### config.mk
export PLATFORM = sky130hd
export DESIGN_NAME = word_rotate_mask_unit
export DESIGN_NICKNAME = d
export VERILOG_FILES = /design/src/rotmask_pkg.sv /design/src/word_rotate_mask_unit.sv /design/src/word_rotator.sv /design/src/mask_builder.sv
export SDC_FILE = /design/constraint.sdc
export NUM_CORES = 1
export LEC_CHECK = 0
export ABC_CLOCK_PERIOD_IN_PS = 13000
export BUFFER_PORTS_ARGS = -buffer_cell sky130_fd_sc_hd__buf_2
export CAP_MARGIN = 10
export CORE_MARGIN = 10
export CORE_UTILIZATION = 64
export CTS_BUF_LIST = sky130_fd_sc_hd__clkbuf_16
export CTS_CLUSTER_DIAMETER = 50
export DETAILED_ROUTE_END_ITERATION = 6
export HOLD_SLACK_MARGIN = 0.12
export PLACE_DENSITY_LB_ADDON = 0.25
export SLEW_MARGIN = 15
export SYNTH_ARGS = -nofsm -noshare
export SYNTH_HDL_FRONTEND = slang
export SYNTH_SLANG_ARGS = --single-unit
### constraint.sdc
create_clock -name pclk -period 13 [get_ports pclk]
set_clock_uncertainty 0.1 [all_clocks]
set_input_delay 0.65 -clock pclk [delete_from_list [all_inputs] [get_ports pclk]]
set_output_delay 0.65 -clock pclk [all_outputs]
set_load 0.005 [all_outputs]
### src/rotmask_pkg.sv
// Shared constants for the word rotate-and-mask unit
package rotmask_pkg;

	// Datapath widths
	localparam int DATA_W = 32;
	localparam int IDX_W  = 5;
	localparam int OP_W   = 6;
	localparam int ADDR_W = 8;
	localparam int STRB_W = 4;

	// Primary opcodes of the two immediate forms
	localparam logic [OP_W-1:0] OPC_INSERT = 6'h14;
	localparam logic [OP_W-1:0] OPC_AND    = 6'h15;

	// Field low bits in the instruction word (position 0 is bit 31)
	localparam int F_OPC_LO = 26;
	localparam int F_SRC_LO = 21;
	localparam int F_DST_LO = 16;
	localparam int F_ROT_LO = 11;
	localparam int F_A_LO   = 6;
	localparam int F_B_LO   = 1;
	localparam int F_REC    = 0;

	// Register byte offsets
	localparam logic [ADDR_W-1:0] OFS_INSTR  = 8'h00;
	localparam logic [ADDR_W-1:0] OFS_SRC    = 8'h04;
	localparam logic [ADDR_W-1:0] OFS_DST    = 8'h08;
	localparam logic [ADDR_W-1:0] OFS_SOVF   = 8'h0C;
	localparam logic [ADDR_W-1:0] OFS_CTRL   = 8'h10;
	localparam logic [ADDR_W-1:0] OFS_RESULT = 8'h14;
	localparam logic [ADDR_W-1:0] OFS_CR0    = 8'h18;
	localparam logic [ADDR_W-1:0] OFS_STATUS = 8'h1C;
	localparam logic [ADDR_W-1:0] OFS_COUNT  = 8'h20;

	// Bit positions inside control, status and flag registers
	localparam int CTRL_GO    = 0;
	localparam int ST_DONE    = 0;
	localparam int ST_ILLEGAL = 1;
	localparam int ST_INSERT  = 2;
	localparam int ST_RECORD  = 3;
	localparam int ST_DST_LO  = 16;
	localparam int ST_SRC_LO  = 24;
	localparam int CR_SO      = 0;
	localparam int CR_ZERO    = 1;
	localparam int CR_POS     = 2;
	localparam int CR_NEG     = 3;

	// Reset values
	localparam logic [DATA_W-1:0] RST_WORD = 32'h0000_0000;
	localparam logic [3:0]        RST_CR0  = 4'h0;
	localparam logic              RST_BIT  = 1'b0;

endpackage : rotmask_pkg

### src/word_rotate_mask_unit.sv
// What this block does
// - Opcode 20 is insert form; mask end at 21-25, begin at 26-30.
// - Opcode 21 is AND form; mask begin at 21-25, end at 26-30.
// - Source word rotates left by the immediate amount before masking.
// - Insert form takes rotated bits under mask ones, keeps old bits elsewhere.
// - AND form gives rotated word ANDed with the mask.
// - Begin below end plus one gives ones from begin through end.
// - Begin equal to end plus one gives an all-ones mask.
// - Begin above end plus one zeroes end+1 through begin-1 only.
// - Record bit set updates the four flags; clear leaves them alone.
// - No form ever touches overflow or the exception state.
`timescale 1ns/1ns
module word_rotate_mask_unit
(
	// Clock and reset
	input  wire logic                       pclk,
	input  wire logic                       presetn,
	// APB slave
	input  wire logic                       psel,
	input  wire logic                       penable,
	input  wire logic                       pwrite,
	input  wire logic [rotmask_pkg::ADDR_W-1:0] paddr,
	input  wire logic [rotmask_pkg::DATA_W-1:0] pwdata,
	input  wire logic [rotmask_pkg::STRB_W-1:0] pstrb,
	output logic      [rotmask_pkg::DATA_W-1:0] prdata,
	output logic                            pready,
	output logic                            pslverr,
	// Write-back towards the register file
	output logic                            wb_valid,
	output logic      [rotmask_pkg::IDX_W-1:0]  wb_dest_idx,
	output logic      [rotmask_pkg::DATA_W-1:0] wb_data,
	// Condition field 0
	output logic                            negative_flag,
	output logic                            positive_flag,
	output logic                            zero_flag,
	output logic                            summary_overflow_flag
);
	import rotmask_pkg::*;

	// Byte-lane merge for partial writes
	function automatic logic [DATA_W-1:0] merge(
		input logic [DATA_W-1:0] old_v,
		input logic [DATA_W-1:0] new_v,
		input logic [STRB_W-1:0] strb
	);
		logic [DATA_W-1:0] r;
		r = old_v;
		for (int i = 0; i < STRB_W; i++) begin
			if (strb[i]) begin
				r[8*i +: 8] = new_v[8*i +: 8];
			end
		end
		return r;
	endfunction : merge

	// Software-visible state
	logic [DATA_W-1:0] instr_q;
	logic [DATA_W-1:0] src_q;
	logic [DATA_W-1:0] dst_q;
	logic              sovf_q;
	logic [DATA_W-1:0] result_q;
	logic [3:0]        cr0_q;
	logic              done_q;
	logic              illegal_q;
	logic [DATA_W-1:0] count_q;

	// Bus answer and write-back state
	logic [DATA_W-1:0] prdata_q;
	logic              err_q;
	logic              wb_valid_q;
	logic [IDX_W-1:0]  wb_idx_q;

	// Bus phase decode
	logic setup_ph;
	logic access_ph;
	logic wr_acc;

	assign setup_ph  = psel & ~penable;
	assign access_ph = psel & penable;
	assign wr_acc    = access_ph & pwrite;

	// Address decode
	logic hit_instr;
	logic hit_src;
	logic hit_dst;
	logic hit_sovf;
	logic hit_ctrl;
	logic hit_result;
	logic hit_cr0;
	logic hit_status;
	logic hit_count;
	logic hit_any;

	assign hit_instr  = paddr == OFS_INSTR;
	assign hit_src    = paddr == OFS_SRC;
	assign hit_dst    = paddr == OFS_DST;
	assign hit_sovf   = paddr == OFS_SOVF;
	assign hit_ctrl   = paddr == OFS_CTRL;
	assign hit_result = paddr == OFS_RESULT;
	assign hit_cr0    = paddr == OFS_CR0;
	assign hit_status = paddr == OFS_STATUS;
	assign hit_count  = paddr == OFS_COUNT;
	assign hit_any    = hit_instr | hit_src | hit_dst | hit_sovf
		| hit_ctrl | hit_result | hit_cr0 | hit_status | hit_count;

	// Write strobes per register
	logic wr_instr;
	logic wr_src;
	logic wr_dst;
	logic wr_sovf;
	logic wr_status;
	logic go;

	assign wr_instr  = wr_acc & hit_instr;
	assign wr_src    = wr_acc & hit_src;
	assign wr_dst    = wr_acc & hit_dst;
	assign wr_sovf   = wr_acc & hit_sovf & pstrb[0];
	assign wr_status = wr_acc & hit_status & pstrb[0];
	assign go        = wr_acc & hit_ctrl & pstrb[0] & pwdata[CTRL_GO];

	// Instruction fields, position 0 is the top bit
	logic [OP_W-1:0]  opcode;
	logic [IDX_W-1:0] source_reg;
	logic [IDX_W-1:0] dest_reg;
	logic [IDX_W-1:0] rotate_amount;
	logic [IDX_W-1:0] field_a;
	logic [IDX_W-1:0] field_b;
	logic             record_bit;

	assign opcode        = instr_q[F_OPC_LO +: OP_W];
	assign source_reg    = instr_q[F_SRC_LO +: IDX_W];
	assign dest_reg      = instr_q[F_DST_LO +: IDX_W];
	assign rotate_amount = instr_q[F_ROT_LO +: IDX_W];
	assign field_a       = instr_q[F_A_LO +: IDX_W];
	assign field_b       = instr_q[F_B_LO +: IDX_W];
	assign record_bit    = instr_q[F_REC];

	// Form selection
	logic is_insert;
	logic is_and;
	logic legal;

	assign is_insert = opcode == OPC_INSERT;
	assign is_and    = opcode == OPC_AND;
	assign legal     = is_insert | is_and;

	// Only a legal execute updates results, flags and counters
	logic exec_ok;

	assign exec_ok = go & legal;

	// The insert form prints its bounds in swapped slots
	logic [IDX_W-1:0] mask_begin;
	logic [IDX_W-1:0] mask_end;

	assign mask_begin = is_insert ? field_b : field_a;
	assign mask_end   = is_insert ? field_a : field_b;

	// Rotate and mask datapath
	logic [DATA_W-1:0] rotated;
	logic [DATA_W-1:0] mask;

	word_rotator u_rot (
		.data_in  (src_q),
		.amount   (rotate_amount),
		.data_out (rotated)
	);

	mask_builder u_mask (
		.mask_begin (mask_begin),
		.mask_end   (mask_end),
		.mask       (mask)
	);

	// Result of either form
	logic [DATA_W-1:0] and_res;
	logic [DATA_W-1:0] ins_res;
	logic [DATA_W-1:0] result;

	assign and_res = rotated & mask;
	assign ins_res = and_res | (dst_q & ~mask);
	assign result  = is_insert ? ins_res : and_res;

	// Condition flags from a signed compare against zero
	logic       res_zero;
	logic       res_neg;
	logic [3:0] cr0_new;

	assign res_zero = result == RST_WORD;
	assign res_neg  = result[DATA_W-1];
	assign cr0_new[CR_NEG]  = res_neg;
	assign cr0_new[CR_POS]  = ~res_neg & ~res_zero;
	assign cr0_new[CR_ZERO] = res_zero;
	assign cr0_new[CR_SO]   = sovf_q;

	// Operand registers; the destination mirrors the last result
	always_ff @(posedge pclk or negedge presetn) begin
		if (!presetn) begin
			instr_q <= RST_WORD;
			src_q   <= RST_WORD;
			dst_q   <= RST_WORD;
		end else begin
			if (wr_instr) begin
				instr_q <= merge(instr_q, pwdata, pstrb);
			end
			if (wr_src) begin
				src_q <= merge(src_q, pwdata, pstrb);
			end
			if (wr_dst) begin
				dst_q <= merge(dst_q, pwdata, pstrb);
			end else if (exec_ok) begin
				dst_q <= result;
			end
		end
	end

	// Summary overflow is software state; execution never writes it
	always_ff @(posedge pclk or negedge presetn) begin
		if (!presetn) begin
			sovf_q <= RST_BIT;
		end else if (wr_sovf) begin
			sovf_q <= pwdata[0];
		end
	end

	// Condition field refreshes only on a recorded execute
	logic [3:0] cr0_d;

	assign cr0_d = (exec_ok & record_bit) ? cr0_new : cr0_q;

	// Result and condition field capture
	always_ff @(posedge pclk or negedge presetn) begin
		if (!presetn) begin
			result_q <= RST_WORD;
			cr0_q    <= RST_CR0;
		end else begin
			cr0_q <= cr0_d;
			if (exec_ok) begin
				result_q <= result;
			end
		end
	end

	// Write-one-to-clear requests for the sticky bits
	logic clr_done;
	logic clr_illegal;

	assign clr_done    = wr_status & pwdata[ST_DONE];
	assign clr_illegal = wr_status & pwdata[ST_ILLEGAL];

	// Sticky status, cleared by writing ones; a new event wins
	logic done_d;
	logic illegal_d;

	assign done_d    = exec_ok | (done_q & ~clr_done);
	assign illegal_d = (go & ~legal) | (illegal_q & ~clr_illegal);

	always_ff @(posedge pclk or negedge presetn) begin
		if (!presetn) begin
			done_q    <= RST_BIT;
			illegal_q <= RST_BIT;
		end else begin
			done_q    <= done_d;
			illegal_q <= illegal_d;
		end
	end

	// Count of executed legal operations
	always_ff @(posedge pclk or negedge presetn) begin
		if (!presetn) begin
			count_q <= RST_WORD;
		end else if (exec_ok) begin
			count_q <= count_q + 32'h0000_0001;
		end
	end

	// Write-back pulse one cycle after a legal execute
	always_ff @(posedge pclk or negedge presetn) begin
		if (!presetn) begin
			wb_valid_q <= RST_BIT;
			wb_idx_q   <= '0;
		end else begin
			wb_valid_q <= exec_ok;
			if (exec_ok) begin
				wb_idx_q <= dest_reg;
			end
		end
	end

	// Status word: sticky bits low, live decode of the operand indexes above
	logic [DATA_W-1:0] status_w;

	always_comb begin
		status_w                     = RST_WORD;
		status_w[ST_DONE]            = done_q;
		status_w[ST_ILLEGAL]         = illegal_q;
		status_w[ST_INSERT]          = is_insert;
		status_w[ST_RECORD]          = record_bit;
		status_w[ST_DST_LO +: IDX_W] = dest_reg;
		status_w[ST_SRC_LO +: IDX_W] = source_reg;
	end

	// Read mux
	logic [DATA_W-1:0] rd_mux;

	assign rd_mux =
		hit_instr  ? instr_q :
		hit_src    ? src_q :
		hit_dst    ? dst_q :
		hit_sovf   ? {31'h0000_0000, sovf_q} :
		hit_result ? result_q :
		hit_cr0    ? {28'h000_0000, cr0_q} :
		hit_status ? status_w :
		hit_count  ? count_q :
		RST_WORD;

	// Answer prepared in the setup cycle, shown in the access cycle
	always_ff @(posedge pclk or negedge presetn) begin
		if (!presetn) begin
			prdata_q <= RST_WORD;
			err_q    <= RST_BIT;
		end else if (setup_ph) begin
			prdata_q <= pwrite ? RST_WORD : rd_mux;
			err_q    <= ~hit_any;
		end
	end

	// Bus outputs; zero wait states
	assign pready  = 1'b1;
	assign prdata  = prdata_q;
	assign pslverr = access_ph & err_q;

	// Write-back and flag outputs
	assign wb_valid              = wb_valid_q;
	assign wb_dest_idx           = wb_idx_q;
	assign wb_data               = result_q;
	assign negative_flag         = cr0_q[CR_NEG];
	assign positive_flag         = cr0_q[CR_POS];
	assign zero_flag             = cr0_q[CR_ZERO];
	assign summary_overflow_flag = cr0_q[CR_SO];

endmodule : word_rotate_mask_unit

### src/word_rotator.sv
// Circular left rotate of a 32-bit word by an immediate amount
`timescale 1ns/1ns
module word_rotator
(
	// Operand
	input  wire logic [rotmask_pkg::DATA_W-1:0] data_in,
	input  wire logic [rotmask_pkg::IDX_W-1:0]  amount,
	// Rotated word
	output logic      [rotmask_pkg::DATA_W-1:0] data_out
);
	import rotmask_pkg::*;

	logic [2*DATA_W-1:0] doubled;
	logic [2*DATA_W-1:0] shifted;

	// Bits leaving the top re-enter at the bottom
	assign doubled  = {data_in, data_in};
	assign shifted  = doubled << amount;
	assign data_out = shifted[2*DATA_W-1:DATA_W];

endmodule : word_rotator

### src/mask_builder.sv
// Builds the 32-bit begin/end mask, wrapping when begin passes end
`timescale 1ns/1ns
module mask_builder
(
	// Mask bounds, position 0 is the most significant bit
	input  wire logic [rotmask_pkg::IDX_W-1:0]  mask_begin,
	input  wire logic [rotmask_pkg::IDX_W-1:0]  mask_end,
	// Generated mask
	output logic      [rotmask_pkg::DATA_W-1:0] mask
);
	import rotmask_pkg::*;

	logic [IDX_W:0] begin_w;
	logic [IDX_W:0] end_p1;
	logic           wrapped;

	assign begin_w = {1'b0, mask_begin};
	assign end_p1  = {1'b0, mask_end} + 6'h01;
	assign wrapped = begin_w >= end_p1;

	// One term per position; begin just past end gives all ones through the wrap form
	for (genvar p = 0; p < DATA_W; p++) begin : g_bit
		localparam logic [IDX_W-1:0] POS = IDX_W'(p);
		assign mask[DATA_W-1-p] = wrapped ?
			(POS <= mask_end) || (POS >= mask_begin) :
			(POS >= mask_begin) && (POS <= mask_end);
	end

endmodule : mask_builder

# Word-level counts from Yosys, hierarchy flattened
# Cells that the tools add are included.
[word_totals]
latchBits = 0
output_inout_bits = 76
mem_bits_rw = 0
reg_bits = 206
rom_bits = 0
memories = 0
[op_classes]
shift = 1
muxes = 50
multipliers = 0
order_cmp = 65
add_sub_neg = 2
n_eq_ne = 14
reduce_logical = 79
div_mod_pow = 0
bitwise = 44
[op_table]
columns = ["cell", "n"]
rows = [
  ["$mux W32", 12],
  ["$ge A5 B5 Y1 const A", 16],
  ["$le A5 B5 Y1 const A", 16],
  ["$and A32 B32 Y32", 2],
  ["$shl A64 B5 Y64", 1],
  ["$ge A4 B5 Y1 const A", 8],
  ["$le A4 B5 Y1 const A", 8],
  ["$add A32 B1 Y32 const B", 1],
  ["$eq A8 B5 Y1 const B", 4],
  ["$logic_and A1 B1 Y1", 32],
  ["$logic_not A32 Y1", 1],
  ["$logic_or A1 B1 Y1", 32],
  ["$mux W1", 32],
  ["$mux W8", 4],
  ["$not A32 Y32", 1],
  ["$or A32 B32 Y32", 1],
  ["$reduce_and A2 Y1", 12],
  ["$and A1 B1 Y1", 22],
  ["$ge A3 B5 Y1 const A", 4],
  ["$le A3 B5 Y1 const A", 4],
  ["$eq A8 B4 Y1 const B", 2],
  ["$eq A6 B5 Y1 const B", 2],
  ["$or A1 B1 Y1", 11],
  ["$ge A1 B5 Y1 const A", 2],
  ["12 further kinds", 25],
]

# Depth between registers and ports, before layout
[logic_depth]
word_depth = 12
depth_mapped = 28
mapped_depth_nobuf = 20

# By module
# From an unflattened synthesis, not the netlist that was laid out.
[hier_totals]
hier_cells = 1261
area_unflattened_um2 = 13223.9
[modules_own_cells]
columns = ["mod", "cells_each", "area_each_um2", "seq_area_each_um2", "instances"]
rows = [
  ["word_rotate_mask_unit", 971, 10148.5, 5154.9, 1],
  ["word_rotator", 116, 1949.4, 0.0, 1],
  ["mask_builder", 174, 1126.1, 0.0, 1],
]

# Worst setup path before layout
# OpenSTA, ideal clock, no wires.
[synth_path]
kind = "register to register"
startpoint = "reg instr_q[27]"
endpoint = "reg cr0_q[2]"
t_required_ps = 12776
slack_ps = 7707
t_arrival_ps = 5068
period_less_slack_ps = 5293
setup_ps = 124
path_buffers = 7
stages_incl_launch_ff = 28
cell_sequence = "dfrtp_1 -> buf_2 -> or2_0 -> buf_2 -> nor2_4 -> buf_2 -> buf_2 -> buf_2 -> buf_1 -> nand2_1 -> nand2_1 -> ha_1 -> nand2_1 -> mux2i_1 -> and2_1 -> ha_1 -> inv_1 -> ha_1 -> a21oi_1 -> o21ai_0 -> and2_4 -> buf_6 -> maj3_1 -> mux2i_1 -> or4_1 -> nor4_2 -> nand4_1 -> nor2b_4"
[synth_between]
elab_chain_cells = 12
word_cells_on_any_way = 178
[synth_lines]
columns = ["element", "line_no", "source"]
rows = [
  ["from (decl)", "word_rotate_mask_unit.sv:57", "logic [DATA_W-1:0] instr_q;"],
  ["from (signal assigned)", "word_rotate_mask_unit.sv:204", "instr_q <= merge(instr_q, pwdata, pstrb);"],
  ["$eq A6 B5 Y1", "word_rotate_mask_unit.sv:143", "assign is_insert = opcode == OPC_INSERT;"],
  ["$mux W5, on equally long branches", "word_rotate_mask_unit.sv:157, word_rotate_mask_unit.sv:156", ""],
  ["$add A5 B1 Y6, or another cell as far along", "mask_builder.sv:18", "assign end_p1 = {1'b0, mask_end} + 6'h01;"],
  ["$ge A5 B6 Y1, or another cell as far along", "mask_builder.sv:19", "assign wrapped = begin_w >= end_p1;"],
  ["$mux W1", "mask_builder.sv:24", "assign mask[DATA_W-1-p] = wrapped ?"],
  ["$not A32 Y32", "word_rotate_mask_unit.sv:181", "assign ins_res = and_res | (dst_q & ~mask);"],
  ["$and A32 B32 Y32", "word_rotate_mask_unit.sv:181", ""],
  ["$or A32 B32 Y32", "word_rotate_mask_unit.sv:181", ""],
  ["$mux W32", "word_rotate_mask_unit.sv:182", "assign result = is_insert ? ins_res : and_res;"],
  ["$logic_not A32 Y1", "word_rotate_mask_unit.sv:189", "assign res_zero = result == RST_WORD;"],
  ["$not A1 Y1", "word_rotate_mask_unit.sv:192", "assign cr0_new[CR_POS] = ~res_neg & ~res_zero;"],
  ["$and A1 B1 Y1", "word_rotate_mask_unit.sv:192", ""],
  ["to (signal assigned)", "word_rotate_mask_unit.sv:237", "cr0_q <= cr0_d;"],
  ["to (decl)", "word_rotate_mask_unit.sv:62", "logic [3:0] cr0_q;"],
]
# Several ways; a longest one is shown, not always the timed one.
# A chain may end at the register's enable or synchronous reset.

# Worst setup path in the final report
[layout_path]
startpoint = "reg instr_q[31]"
endpoint = "reg cr0_q[2]"
# The elaborated chain is that of the path after synthesis.

==> flow_summary.json <==
{
  "hpwl_um": 39300,
  "clock-root-buffer": "clkbuf_16",
  "track_usage": 0.369,
  "status": "complete, but fails checks",
  "cts_setup_buffers": 0,
  "numCtsBuffers": 24,
  "cp.required_ns": 13.31,
  "clock_latency_ns": 0.54,
  "route.detailed.drc": 1,
  "cp_slowest_cell": "buf_4",
  "worstReg2RegEnd": "cr0_q[2]$_DFFE_PN0P_",
  "gp_congestion": 1.07,
  "cts_sinks": 206,
  "crit_family": "simple AND/OR/NAND/NOR gates",
  "antenna_found_initial": 1,
  "critPathBufInv": 3,
  "crit_chain": "nand4bb_1 > nor2_4 > buf_4 > nand2_1 > nand2_1 > ha_1 > nand2_1 > mux2i_1 > and2_1 > ha_1 > inv_1 > ha_1 > nand2_1 > o21ai_1 > buf_4 > nand2_1 > maj3_1 > mux2i_1 > or4_1 > nor4_1 > nand4_1 > nor2b_4",
  "reg2reg_depth": 22,
  "slowest_delay_ns": 0.72,
  "cellPowerDensity_nw_per_um2": 90.1,
  "start_util": 0.653,
  "hold_ws_ns": 0.0503,
  "die-area_sq_um": 28800,
  "ys_async_sr_fraction": 1.00,
  "ys_ff_latch": 206,
  "core_sq_um": 22000,
  "grt_pass1_vias": 13200,
  "rows": 54,
  "syn_area_sq_um": 14300,
  "rsz0062_at_grt": "no",
  "finalCriticalPeriod_ns": 6.35,
  "setup_viol": 0,
  "drv_cap": 0,
  "vias": 13600,
  "syn2layout_area_growth_pct": 9.29,
  "ir_drop_uv": 108,
  "overflow": 0,
  "ant_nets": 0,
  "design.portCount": 125,
  "grt_max_degree": 97,
  "via_per_inst": 7.24,
  "drt-initial-drc-count": 2187,
  "max_slew_margin": 0.261,
  "min-delay-path-class": "in -> async",
  "syn_nets": 1596,
  "worst_pin_slew_ns": 1.11,
  "fmax_mhz": 157,
  "clk_pin_slew_ns": 0.06,
  "drt-pass1-iter-count": 7,
  "grt_pass1_wl_um": 82300,
  "routed_wl_um": 54100,
  "postSynthCellCount": 1537,
  "cts_max_path_buffers": 3,
  "crit_path_start_kind": "register",
  "arrival_ns": 6.66,
  "p_leak_nw": 7.12,
  "syn_avg_cell_area_sq_um": 9.33,
  "synth-main-ff-cell": "dfrtp_1",
  "drive_gt1_frac": 0.219,
  "wl_per_cell_um": 28.8,
  "tns_ns": 0,
  "post_cts_resized": 0,
  "path_common_cell": "nand2_1",
  "r2r-start": "instr_q[31]$_DFFE_PN0P_",
  "io_buffers": 123,
  "die_width_um": 170,
  "cts_hold_buf": 0,
  "synth_edf_count": 0,
  "fin_crit_sh": 0.489,
  "startpoint": "instr_q[31]$_DFFE_PN0P_",
  "slew_violations": 0,
  "htree_num_levels": 1,
  "synth_warnings": 0,
  "ff2ff_setup_slack_ns": 6.65,
  "crit_path_end_kind": "register",
  "fp.dieH_um": 170,
  "criticalPathCategory": "reg -> reg",
  "cts_tree": "done",
  "violations": "design-rule violations",
  "crit_fanout": 82,
  "finalHoldViolations": 0,
  "synth_seq_area_share": 0.360,
  "nets": 1637,
  "yosysUniqueCellTypes": 79
}
==> registers in the layout (all words and copies together) (netlist names), 4 cells and up <==
signal       flops
wb_dest_idx      5
dst_q           32
wb_data         32
src_q           32
count_q         32
instr_q         32
prdata          32
cr0_q            4
==> synthesized netlist by cell type (4+ instances only) <==
library cell	number	area share
a211oi_1	14	0.0073
a21o_1	9	0.0047
a21oi_1	96	0.034
a221o_1	27	0.019
a221oi_1	12	0.0073
a222oi_1	4	0.0028
a22oi_1	8	0.0042
a31oi_1	13	0.0057
a32oi_1	4	0.0024
and2_1	16	0.0070
and3_1	19	0.0083
buf_1	9	0.0024
buf_2	26	0.0091
buf_4	7	0.0037
buf_6	11	0.0086
clkbuf_1	77	0.020
dfrtp_1	206	0.36
ha_1	10	0.0087
inv_1	11	0.0029
maj3_1	22	0.015
mux2_2	99	0.078
mux2i_1	121	0.084
mux4_2	39	0.061
nand2_1	233	0.061
nand2b_1	11	0.0048
nand3_1	36	0.013
nand4_1	12	0.0052
nor2_1	124	0.032
nor2b_1	8	0.0035
nor3_1	25	0.0087
nor3b_1	5	0.0026
nor4_1	7	0.0031
o211ai_1	4	0.0021
o21ai_0	80	0.028
o221ai_1	33	0.020
or2_2	5	0.0022
or3_1	6	0.0026
xnor2_1	18	0.011
xor2_1	14	0.0086
==> report_power, final <==
part | switching, mW | total, mW | internal [mW] | leakage [nW]
Combinational | 0.0549 | 0.0821 | 0.0272 | 3.86
Clock | 0.286 | 0.679 | 0.393 | 0.408
Sequential | 0.00590 | 0.650 | 0.644 | 2.85
==> worst max-delay path by stage <==
| stage | slack [ns] | depth (start not counted) | endpoint |
|---|---|---|---|
| floorplan | 7.71 | 27 | cr0_q[2]$_DFFE_PN0P_ |
| global placement | 6.94 | 22 | cr0_q[2]$_DFFE_PN0P_ |
| detailed placement | 6.79 | 22 | cr0_q[2]$_DFFE_PN0P_ |
| CTS | 6.75 | 22 | cr0_q[2]$_DFFE_PN0P_ |
| global route | 6.15 | 22 | cr0_q[2]$_DFFE_PN0P_ |
| finish | 6.65 | 22 | cr0_q[2]$_DFFE_PN0P_ |
==> layout make-up <==
| type | instances | area, sq um |
|---|---|---|
| antenna | 1 | 2.50 |
| clock buffer | 25 | 626 |
| clock inverter | 19 | 171 |
| fill | 1618 | 6290 |
| inverter | 12 | 45.0 |
| multi-input combinational | 1189 | 8530 |
| sequential | 206 | 5160 |
| tap | 280 | 350 |
| timing repair buffer | 145 | 790 |
==> layer usage <==
metal,vias up,track usage,routed length [um]
li1,5727,-,-
met1,6569,0.493,20400
met2,1097,0.558,23600
met3,190,0.104,7500
met4,0,0.144,2590
met5,-,0,0
==> worst reg2reg max path, cell delays in order, from the launching register on <==
cell,delay (ns)
dfrtp_1,0.40
nand4bb_1,0.63
nor2_4,0.24
buf_4,0.72
nand2_1,0.17
nand2_1,0.14
ha_1,0.22
nand2_1,0.09
mux2i_1,0.20
and2_1,0.15
ha_1,0.12
inv_1,0.04
ha_1,0.28
nand2_1,0.05
o21ai_1,0.12
buf_4,0.27
nand2_1,0.47
maj3_1,0.56
mux2i_1,0.17
or4_1,0.53
nor4_1,0.27
nand4_1,0.16
nor2b_4,0.15
==> logic make-up (layout without fill, tap and decap cells) <==
| kind of cell | after synthesis | after routing | synth area share |
|---|---|---|---|
| DFF | 206 | 206 | 0.360 |
| buffers and inverters | 142 | 201 | 0.0470 |
| AOI/OAI and AO/OA | 328 | 328 | 0.152 |
| muxes | 261 | 261 | 0.225 |
| adders and majority gates | 33 | 33 | 0.0249 |
| and+or+nand+nor | 534 | 534 | 0.172 |
| xor gates and xnor gates | 32 | 32 | 0.0195 |
| other | 1 | 2 | 0.000262 |
==> cells in the final DEF (no fill, tap or decap), types with 18 or more instances in the layout <==
cell	Yosys	final
mux4_2	39	39
clkbuf_16	0	25
o21ai_0	80	79
nand2_1	233	233
and3_1	19	19
maj3_1	22	22
a21oi_1	96	96
mux2i_1	121	121
mux2_2	99	99
nand3_1	36	36
buf_4	7	22
o221ai_1	33	33
a221o_1	27	27
buf_2	26	122
nor2_1	124	122
dfrtp_1	206	202
xnor2_1	18	18
nor3_1	25	25
==> per-stage QoR <==
| step | power, mW | utilization | setup WS [ns] | std cells | area (sq um) |
|---|---|---|---|---|---|
| after floorplan | 0.698 | - | 7.71 | 1537 | 14300 |
| after global placement | 0.739 | 0.677 | 6.94 | 1832 | 14900 |
| after detailed placement | 0.740 | 0.677 | 6.79 | 1832 | 14900 |
| after CTS | 1.40 | 0.714 | 6.75 | 1876 | 15700 |
| after global routing | 1.44 | 0.714 | 6.15 | 1876 | 15700 |
| final | 1.41 | 0.714 | 6.65 | 1877 | 15700 |
Note: power is estimated with default switching activity, not from simulation.
